## src/hdl/adc_seq_pkg.sv

```systemverilog
package adc_seq_pkg;
    // Register word indices; byte address is four times the index
    localparam logic [9:0] FLAG_IDX = 10'h00c;
    localparam logic [9:0] RESULT_IDX = 10'h01e;
    localparam logic [9:0] CTRL_IDX = 10'h01f;
    localparam logic [9:0] CFG_IDX = 10'h09f;

    // converter_control field positions
    localparam int CLK_SEL_LSB = 6;
    localparam int CHAN_LSB = 3;
    localparam int GO_BIT = 2;
    localparam int ON_BIT = 0;
    // Done flag position inside the flag register
    localparam int FLAG_BIT = 6;

    // Reset values
    localparam logic [1:0] CLK_SEL_RST = 2'h0;
    localparam logic [2:0] CHAN_RST = 3'h0;
    localparam logic [2:0] PCFG_RST = 3'h0;
    localparam logic [7:0] SAR_RST = 8'h00;

    // Conversion clock select codes
    localparam logic [1:0] CLK_DIV2 = 2'h0;
    localparam logic [1:0] CLK_DIV8 = 2'h1;
    localparam logic [1:0] CLK_DIV32 = 2'h2;
    localparam logic [1:0] CLK_RC = 2'h3;

    // Half-period of the bit clock, in system clocks, per divider code
    localparam logic [3:0] HALF_DIV2 = 4'h1;
    localparam logic [3:0] HALF_DIV8 = 4'h4;
    localparam logic [4:0] HALF_DIV32 = 5'h10;

    // Conversion: 9.5 bit periods = 19 half periods; recovery: 2 periods
    localparam logic [4:0] CONV_HALVES = 5'd19;
    localparam logic [4:0] RECOV_HALVES = 5'd4;
    localparam logic [7:0] SAR_FIRST = 8'h80;

    // Highest legal channel code
    localparam logic [2:0] CHAN_MAX = 3'h4;

    // Pin function table: {reference from pin, analog mask AN4..AN0}
    localparam logic [7:0][5:0] PIN_MAP = {
        6'b0_00000, 6'b1_00000, 6'b1_01011, 6'b0_00011,
        6'b1_00011, 6'b0_01011, 6'b1_11111, 6'b0_11111
    };

    typedef enum logic [1:0] {ST_IDLE, ST_CONV, ST_RECOV} conv_state_t;
endpackage

```

## src/hdl/adc_sequencer_control.sv

```systemverilog
// Our own choice: the AHB-Lite interface to the registers.
module adc_sequencer_control
    import adc_seq_pkg::*;
(
    input wire logic i_clock,
    input wire logic i_sys_rst,
    input wire logic i_hsel,
    input wire logic [31:0] i_haddr,
    input wire logic [1:0] i_htrans,
    input wire logic i_hwrite,
    input wire logic [2:0] i_hsize,
    input wire logic [31:0] i_hwdata,
    input wire logic i_hready,
    output logic o_hreadyout,
    output logic o_hresp,
    output logic [31:0] o_hrdata,
    input wire logic i_sleep,
    input wire logic i_rc_tick,
    input wire logic i_comparator,
    output logic o_converter_on,
    output logic [2:0] o_channel,
    output logic o_ref_from_pin,
    output logic [4:0] o_analog_pins,
    output logic o_hold_connect,
    output logic [7:0] o_dac_code,
    output logic o_conversion_done_flag
);
    import adc_seq_pkg::*;

    typedef struct packed {
        conv_state_t state;
        logic on;
        logic go;
        logic [1:0] clk_sel;
        logic [2:0] chan;
        logic [2:0] pcfg;
        logic flag;
        logic [4:0] half_cnt;
        logic [4:0] div_cnt;
        logic [7:0] sar;
        logic [2:0] bit_idx;
        logic wr_pend;
        logic [9:0] wr_idx;
        logic [31:0] rdata;
    } seq_state_t;

    seq_state_t s_q;
    seq_state_t s_d;
    logic [7:0] result_q;
    logic result_load;
    logic half_tick;
    logic [4:0] half_len;
    logic addr_ok;
    logic take;

    // Address phase decode; only aligned words in the low 4 KB map
    assign take = i_hsel & i_htrans[1] & i_hready;
    assign addr_ok = (i_haddr[31:12] == 20'h00000) & (i_haddr[1:0] == 2'h0);

    // Bit clock half period; RC tick comes from outside as an enable
    always_comb
    begin
        case (s_q.clk_sel)
            CLK_DIV2: half_len = {1'b0, HALF_DIV2};
            CLK_DIV8: half_len = {1'b0, HALF_DIV8};
            default: half_len = HALF_DIV32;
        endcase
    end

    // Oscillator stops in sleep, so only the RC source ticks then
    always_comb
    begin
        if (s_q.clk_sel == CLK_RC)
            half_tick = i_rc_tick;
        else
            // Compare with >= so a count left high by sleep or a clock
            // change ticks at once instead of wrapping for 32 cycles
            half_tick = !i_sleep && (s_q.div_cnt >= half_len - 5'd1);
    end

    // Next-state logic: bus writes, sequencing, read data
    always_comb
    begin
        logic [7:0] wb;
        logic [7:0] ctrl_rd;
        wb = i_hwdata[7:0];
        ctrl_rd = 8'h00;
        s_d = s_q;
        result_load = 1'b0;
        s_d.wr_pend = 1'b0;

        // Divider runs only while busy, restarts on each half tick
        if (s_q.state == ST_IDLE || half_tick)
            s_d.div_cnt = 5'd0;
        else
            s_d.div_cnt = s_q.div_cnt + 5'd1;

        // Data phase of a write
        if (s_q.wr_pend)
        begin
            case (s_q.wr_idx)
                CTRL_IDX:
                begin
                    s_d.clk_sel = wb[CLK_SEL_LSB +: 2];
                    s_d.chan = wb[CHAN_LSB +: 3];
                    s_d.on = wb[ON_BIT];
                    // Go only takes when already on; bit 1 is dropped
                    if (wb[GO_BIT] && s_q.on && wb[ON_BIT])
                        s_d.go = 1'b1;
                    else if (!wb[GO_BIT])
                        s_d.go = 1'b0;
                end
                CFG_IDX: s_d.pcfg = wb[2:0];
                FLAG_IDX: s_d.flag = wb[FLAG_BIT];
                default: ;
            endcase
        end

        // Conversion sequencing
        case (s_q.state)
            ST_IDLE:
            begin
                s_d.half_cnt = 5'd0;
                if (s_d.go && s_d.on)
                begin
                    s_d.state = ST_CONV;
                    s_d.sar = SAR_FIRST;
                    s_d.bit_idx = 3'd7;
                end
            end
            ST_CONV:
            begin
                if (!s_d.on || !s_d.go)
                begin
                    // Clearing go or on abandons the conversion
                    s_d.state = ST_IDLE;
                    s_d.go = 1'b0;
                end
                else if (half_tick)
                begin
                    s_d.half_cnt = s_q.half_cnt + 5'd1;
                    // Decide one bit at the end of each of the first eight full periods
                    if (s_q.half_cnt[0] && s_q.half_cnt < 5'd16)
                    begin
                        s_d.sar[s_q.bit_idx] = i_comparator;
                        if (s_q.bit_idx != 3'd0)
                            s_d.sar[s_q.bit_idx - 3'd1] = 1'b1;
                        s_d.bit_idx = s_q.bit_idx - 3'd1;
                    end
                    if (s_q.half_cnt == CONV_HALVES - 5'd1)
                    begin
                        result_load = 1'b1;
                        s_d.go = 1'b0;
                        s_d.state = ST_RECOV;
                        s_d.half_cnt = 5'd0;
                    end
                end
            end
            ST_RECOV:
            begin
                // Hold stays off two bit periods before acquiring again
                if (!s_d.on)
                    s_d.state = ST_IDLE;
                else if (half_tick)
                begin
                    s_d.half_cnt = s_q.half_cnt + 5'd1;
                    if (s_q.half_cnt == RECOV_HALVES - 5'd1)
                        s_d.state = ST_IDLE;
                end
            end
            default: s_d.state = ST_IDLE;
        endcase

        // Set wins over a clear written in the same cycle
        if (result_load)
            s_d.flag = 1'b1;

        // Address phase: latch write target, fetch read data
        if (take && addr_ok && i_hwrite)
        begin
            s_d.wr_pend = 1'b1;
            s_d.wr_idx = i_haddr[11:2];
        end
        ctrl_rd = {s_d.clk_sel, s_d.chan, s_d.go, 1'b0, s_d.on};
        s_d.rdata = 32'h00000000;
        if (take && addr_ok && !i_hwrite)
        begin
            case (i_haddr[11:2])
                CTRL_IDX: s_d.rdata[7:0] = ctrl_rd;
                CFG_IDX: s_d.rdata[2:0] = s_d.pcfg;
                FLAG_IDX: s_d.rdata[FLAG_BIT] = s_d.flag;
                RESULT_IDX: s_d.rdata[7:0] = result_load ? s_d.sar : result_q;
                default: ;
            endcase
        end
    end

    // Control state, cleared by any reset
    always_ff @(posedge i_clock or posedge i_sys_rst)
    begin
        if (i_sys_rst)
        begin
            s_q.state <= ST_IDLE;
            s_q.on <= 1'b0;
            s_q.go <= 1'b0;
            s_q.clk_sel <= CLK_SEL_RST;
            s_q.chan <= CHAN_RST;
            s_q.pcfg <= PCFG_RST;
            s_q.flag <= 1'b0;
            s_q.half_cnt <= 5'd0;
            s_q.div_cnt <= 5'd0;
            s_q.sar <= SAR_RST;
            s_q.bit_idx <= 3'd0;
            s_q.wr_pend <= 1'b0;
            s_q.wr_idx <= 10'h000;
            s_q.rdata <= 32'h00000000;
        end
        else
            s_q <= s_d;
    end

    // Result has no reset, so it keeps its content across resets
    always_ff @(posedge i_clock)
    begin
        if (result_load)
            result_q <= s_d.sar;
    end

    // Outputs; channel codes above four fall back to the first input
    assign o_hreadyout = 1'b1;
    assign o_hresp = 1'b0;
    assign o_hrdata = s_q.rdata;
    assign o_converter_on = s_q.on;
    assign o_channel = (s_q.chan > CHAN_MAX) ? 3'h0 : s_q.chan;
    assign o_ref_from_pin = PIN_MAP[s_q.pcfg][5];
    assign o_analog_pins = PIN_MAP[s_q.pcfg][4:0];
    assign o_hold_connect = s_q.on && (s_q.state == ST_IDLE);
    assign o_dac_code = s_q.sar;
    assign o_conversion_done_flag = s_q.flag;

    // Conversion length checker
    logic [5:0] conv_halves;
    always_ff @(posedge i_clock or posedge i_sys_rst)
    begin
        if (i_sys_rst)
            conv_halves <= 6'd0;
        else if (s_q.state != ST_CONV)
            conv_halves <= 6'd0;
        else if (half_tick)
            conv_halves <= conv_halves + 6'd1;
    end
endmodule

```

## config.mk

```make
export PLATFORM = sky130hd
export DESIGN_NAME = adc_sequencer_control
export DESIGN_NICKNAME = d
export VERILOG_FILES = /design/src/hdl/adc_seq_pkg.sv /design/src/hdl/adc_sequencer_control.sv
export SDC_FILE = /design/constraint.sdc
export NUM_CORES = 1
export LEC_CHECK = 0
export ABC_AREA = 0
export BUFFER_PORTS_ARGS = -buffer_cell sky130_fd_sc_hd__buf_2
export CAP_MARGIN = 25
export CORE_AREA = 2 2 89 156
export DETAILED_ROUTE_END_ITERATION = 8
export DIE_AREA = 0 0 91 158
export HOLD_SLACK_MARGIN = 0.15
export SETUP_SLACK_MARGIN = 0.02
export SLEW_MARGIN = 10
export SYNTH_ARGS = -nofsm -noshare
export SYNTH_HDL_FRONTEND = slang
export SYNTH_SLANG_ARGS = --single-unit
```

## constraint.sdc

```tcl
create_clock -name i_clock -period 2.75 [get_ports i_clock]
set_input_delay 0.1375 -clock i_clock [delete_from_list [all_inputs] [get_ports i_clock]]
set_output_delay 0.1375 -clock i_clock [all_outputs]
set_load 0.01 [all_outputs]
```

# [Word-level counts from Yosys, hierarchy flattened]
# Memories as Yosys holds them, arrays and structs flattened.
# Index checks and enable logic that the tools add are counted.
[totals] register_bits=61 mem_bits_ro=48 inputBits=77 out_inout_bits=54 word_cells=134 mem_count=1
[op_classes] add_sub_neg=4 magnitude_cmp=8 eq_ne=23 mux=52 bitwise=4 reduce_logical=27
[memory_table] memory="(name not given)" words=8 width=6 rd=1 rd_ports_with_merged_regs=0 wr=0 line="adc_sequencer_control.sv:236" rtl="assign o_analog_pins = PIN_MAP[s_q.pcfg][4:0];"
[op_table] operator="2-to-1 mux 11 bit" count=6
[op_table] operator="equality test 10 x 5 -> 1 bit, second input constant" count=3
[op_table] operator="2-to-1 mux 5 bit" count=6
[op_table] operator="2-to-1 mux 8 bit" count=3
[op_table] operator="one-hot mux 11 bit (2 select lines)" count=1
[op_table] operator="equality test 10 x 4 -> 1 bit, second input constant" count=2
[op_table] operator="equality test 10 x 8 -> 1 bit, second input constant" count=2
[op_table] operator="logical NOT 20 bit" count=1
[op_table] operator="2-to-1 mux 1 bit" count=15
[op_table] operator="one-hot mux 5 bit (3 select lines)" count=1
[op_table] operator="AND reduction 5 bit" count=3
[op_table] operator="2-to-1 mux 2 bit" count=7
[op_table] operator="less-than comparator 3 x 4 -> 1 bit, second input constant" count=3
[op_table] operator="inequality test 2 bit, second input constant" count=6
[op_table] operator="inequality test 3 bit, second input constant" count=4
[op_table] operator="logical AND 1 bit" count=11
[op_table] operator="adder 5 x 1 -> 5 bit, second input constant" count=2
[op_table] operator="one-hot mux 5 bit (2 select lines)" count=1
[op_table] operator="one-hot mux 3 bit (3 select lines)" count=1
[op_table] operator="bitwise mux 8 bit" count=1
[op_table] operator="bitwise OR 8 bit" count=1
[op_table] operator="2-to-1 mux 7 bit" count=1
[op_table] operator="demux 1 bit (select 3 bit)" count=2
[op_table] operator=">= comparator 3 x 1 -> 1 bit, second input constant" count=2
[op_table] operator="21 further kinds" count=33

# [Depth between registers and ports, before layout]
[logic_depth] depth_word=14 depth_mapped=9

# [Least setup slack after synthesis]
# No wires, ideal clock.
[synth_timing] path_kind="reg2reg" from="register s_q[71] (netlist bit)" to="register s_q, in the netlist o_hrdata[6]" t_arrival_ps=2665 slack_ps=-41 path_stages_with_launch=9 path_buffers=0 synth_period_minus_slack_ps=2791 cell_sequence="dfrtp_1 or2_2 ha_1 nor2b_1 o21ai_2 a41oi_4 nor4_4 mux2_2 a311o_1"
[synth_lines] item="start, declared" line="adc_sequencer_control.sv:47" rtl="seq_state_t s_q;"

==> run summary <==
Inserted Clock Buffers - 9
RR Startpoint - s_q[71]$_DFF_PP0_
hold crit path type - in -> reg
leading cell types by total area after synthesis - dfrtp_1, buf_4, mux2_2
die height - 158 µm
CTS tree - built
nets@finish - 569
IO Port Bufs - 76
1st-iter DRT viols - 195
via/cell ratio - 4.886
mapped cell area - 0.003867 mm²
dominant synthesized flop cell - dfrtp_1
Bufs on Longest Clock Path - 2
RR Endpoint - o_hrdata[6]$_DFF_PP0_
worst endpoint required time - 2.96 ns
Slew Viols, Final - 0
grt total ovfl - 0
Data arrival, critical path - 2.84 ns
switch share - 21.41%
power share of the clock group - 52.5%
fmax - 0.3802 GHz
Ports - 131
diode count - 0
Worst-path clk slew - 0.05 ns
power density over the cells - 443.7 mW/mm²
Crit. End Element - flop
commonest non-fill, non-tap cells in the layout - buf_2, dfrtp_1, conb_1, nor2_1, mux2_2
router iterations before antenna repair - 4
Cell Rows - 56
relative max-transition margin - 63.42%
setup TNS - 0 ns
Final min period - 2.630 ns
mean routed wirelength per cell - 15.50 µm
vias - 3215
leakage power figure - 2.341 nW
unrepaired setup endpoints after global routing - false
CTS Sinks - 61
sequential area share after synthesis - 38.43%
initial antenna violation count - 0
Seq pwr share - 42.3%
vias in the first global route - 3354
MaxCap Viol Count - 0
post-detail-place hpwl - 7807 µm
DRC viols - 0
outcome - completed
CTS root buf - clkbuf_16
Yosys warning total - 0
die area - 0.01438 mm²
core area - 0.01317 mm²
starting density of the core - 29.36%
Avg Cell Area, Syn - 10.07 µm²
startpoint types - flop
critical path endpoint - o_hrdata[6]$_DFF_PP0_
Final Wtd Congestion - 0.8428
pin count of the biggest net entering global routing - 29
clock skew - 0.005375 ns
Pint - 1.667 mW
die width - 91 µm
asr flop ratio synth - 86.89%
most common cell after layout, fill and taps aside - buf_2
clk_lat worst skew - 0.33 ns
post-synth top area cell - dfrtp_1
Slew @ Worst Pin - 0.5429 ns
GRT Total Usage - 14.52%
sw power - 0.4540 mW
first-pass GRT wire length - 16480 µm
worst reg-to-reg path cell count - 9
R2R setup slack - 0.12 ns
Final period util - 95.65%
FF+latch count, synth - 61
Hold Fails Final Rpt - 0
Syn Inst Count - 384
Final setup viols - 0
share of total power in combinational logic - 5.2%
VDD IR max - 0.0002192 V
Yosys top cell area share - 34.29%
H-tree depth - 3
WL final - 10200 µm
Antenna Nets Post-Route - 0
share of cells above drive strength 1 - 33.68%
count of flip-flops with a built-in enable after synthesis - 0
Crit Path Class - reg -> reg
non-filler cells, final - 658
crit path launch - s_q[71]$_DFF_PP0_
distinct cell type count after synthesis - 76
Area Growth Syn to Fin - 23.58%
placed cell count - 624
CP max FO - 5
## worst min path at each step
stage	startpoint	endpoint	slack (ns)	cells after the start
3_5_place_dp	i_sys_rst	s_q[72]$_DFF_PP0_	0.24	2
4_1_cts	i_hwdata[2]	s_q[67]$_DFF_PP0_	0.17	3
6_report	i_hwdata[2]	s_q[67]$_DFF_PP0_	0.17	3
3_3_place_gp	i_sys_rst	s_q[66]$_DFF_PP0_	0.22	2
2_1_floorplan	i_haddr[9]	s_q[39]$_DFFE_PP0P_	0.25	2
5_1_grt	i_hwdata[2]	s_q[67]$_DFF_PP0_	0.19	3
## repair_timing
| action | 4_1_cts | 5_1_grt |
|---|---|---|
| hold endpoints to repair | 40 | 0 |
| hold buffers | 16 | 0 |
| endpoints found under the setup margin | 0 | 5 |
| buffers inserted | 0 | 1 |
| resized for setup | 0 | 3 |
## per-stage QoR
stage,area (µm²),total power [mW],setup slack (ns),util (%),hold WS (ns)
after floorplan,3961,0.9814,0.03133,-,0.2543
after global placement,4294,1.003,0.1042,32.60,0.2164
after detailed placement,4294,1.006,0.05628,32.60,0.2371
after CTS,4748,2.142,0.04590,36.05,0.1682
after global routing,4780,2.190,0.02893,36.28,0.1870
final,4780,2.121,0.1195,36.28,0.1700
## worst max-delay path, stage by stage (launching register included)
cell	delay (ns)
dfrtp_1	0.37
or2_4	0.25
ha_1	0.28
nor2b_1	0.05
o21ai_2	0.20
a41oi_4	0.18
nor4_4	0.35
buf_6	0.18
mux2_2	0.34
a311o_1	0.32
## layout make-up
type	count	area (µm²)
Inverter	22	82.58
Sequential cell	61	1486
Multi-Input combinational cell	272	1999
Clock inverter	4	47.55
Fill cell	1331	8393
Tap cell	174	217.7
Clock buffer	12	246.5
Timing Repair Buffer	113	699.4
## kinds of logic (layout without fill, tap and decap cells)
| kind of cell | Yosys count | in the layout | synth area share (%) |
|---|---|---|---|
| AND/OR/NAND/NOR | 119 | 119 | 17.89 |
| AO/OA/AOI/OAI | 80 | 80 | 17.08 |
| buffers and inverters | 76 | 151 | 12.68 |
| flip-flops | 61 | 61 | 38.43 |
| multiplexers | 29 | 29 | 8.606 |
| adder cells (fa/ha/maj) | 13 | 13 | 4.206 |
| XOR/XNOR | 4 | 4 | 0.9060 |
| other | 2 | 27 | 0.1942 |
## sequential cells by signal (all words and copies together) (netlist names)
| signal | count |
|---|---|
| o_hrdata | 8 |
| o_dac_code | 8 |
| o_converter_on | 1 |
| o_conversion_done_flag | 1 |
| result_q | 8 |
| s_q | 35 |
## per-layer routing
layer  wire length [µm]  GRT usage [%]  up-vias
met3                531          3.665       23
met2               5755          28.54      118
met5                  0              0        -
met1               3550          13.50     1551
li1                   -              -     1523
met4                359          7.648        0
## synth_stat cells, types with 5 or more instances
| cell type | number |
|---|---|
| dfrtp_1 | 53 |
| buf_4 | 44 |
| nor2_1 | 24 |
| mux2_2 | 22 |
| inv_1 | 21 |
| nand2_1 | 19 |
| o21ai_0 | 15 |
| a21oi_1 | 14 |
| nand3_1 | 14 |
| ha_1 | 13 |
| nor3_1 | 10 |
| nor4_1 | 9 |
| dfxtp_1 | 8 |
| nand4_1 | 6 |
| nor2b_1 | 6 |
| or2_2 | 6 |
| a31oi_1 | 5 |
| o211ai_1 | 5 |
## power groups by stage
stage / combinational, mW / sequential [mW] / clock, mW
6_report: 0.110 / 0.897 / 1.11
5_1_grt: 0.122 / 0.896 / 1.17
4_1_cts: 0.111 / 0.897 / 1.13
3_5_place_dp: 0.0932 / 0.913 / 0
3_3_place_gp: 0.0906 / 0.913 / 0
2_1_floorplan: 0.0688 / 0.913 / 0
No activity file was read; power rests on OpenSTA's default activity.
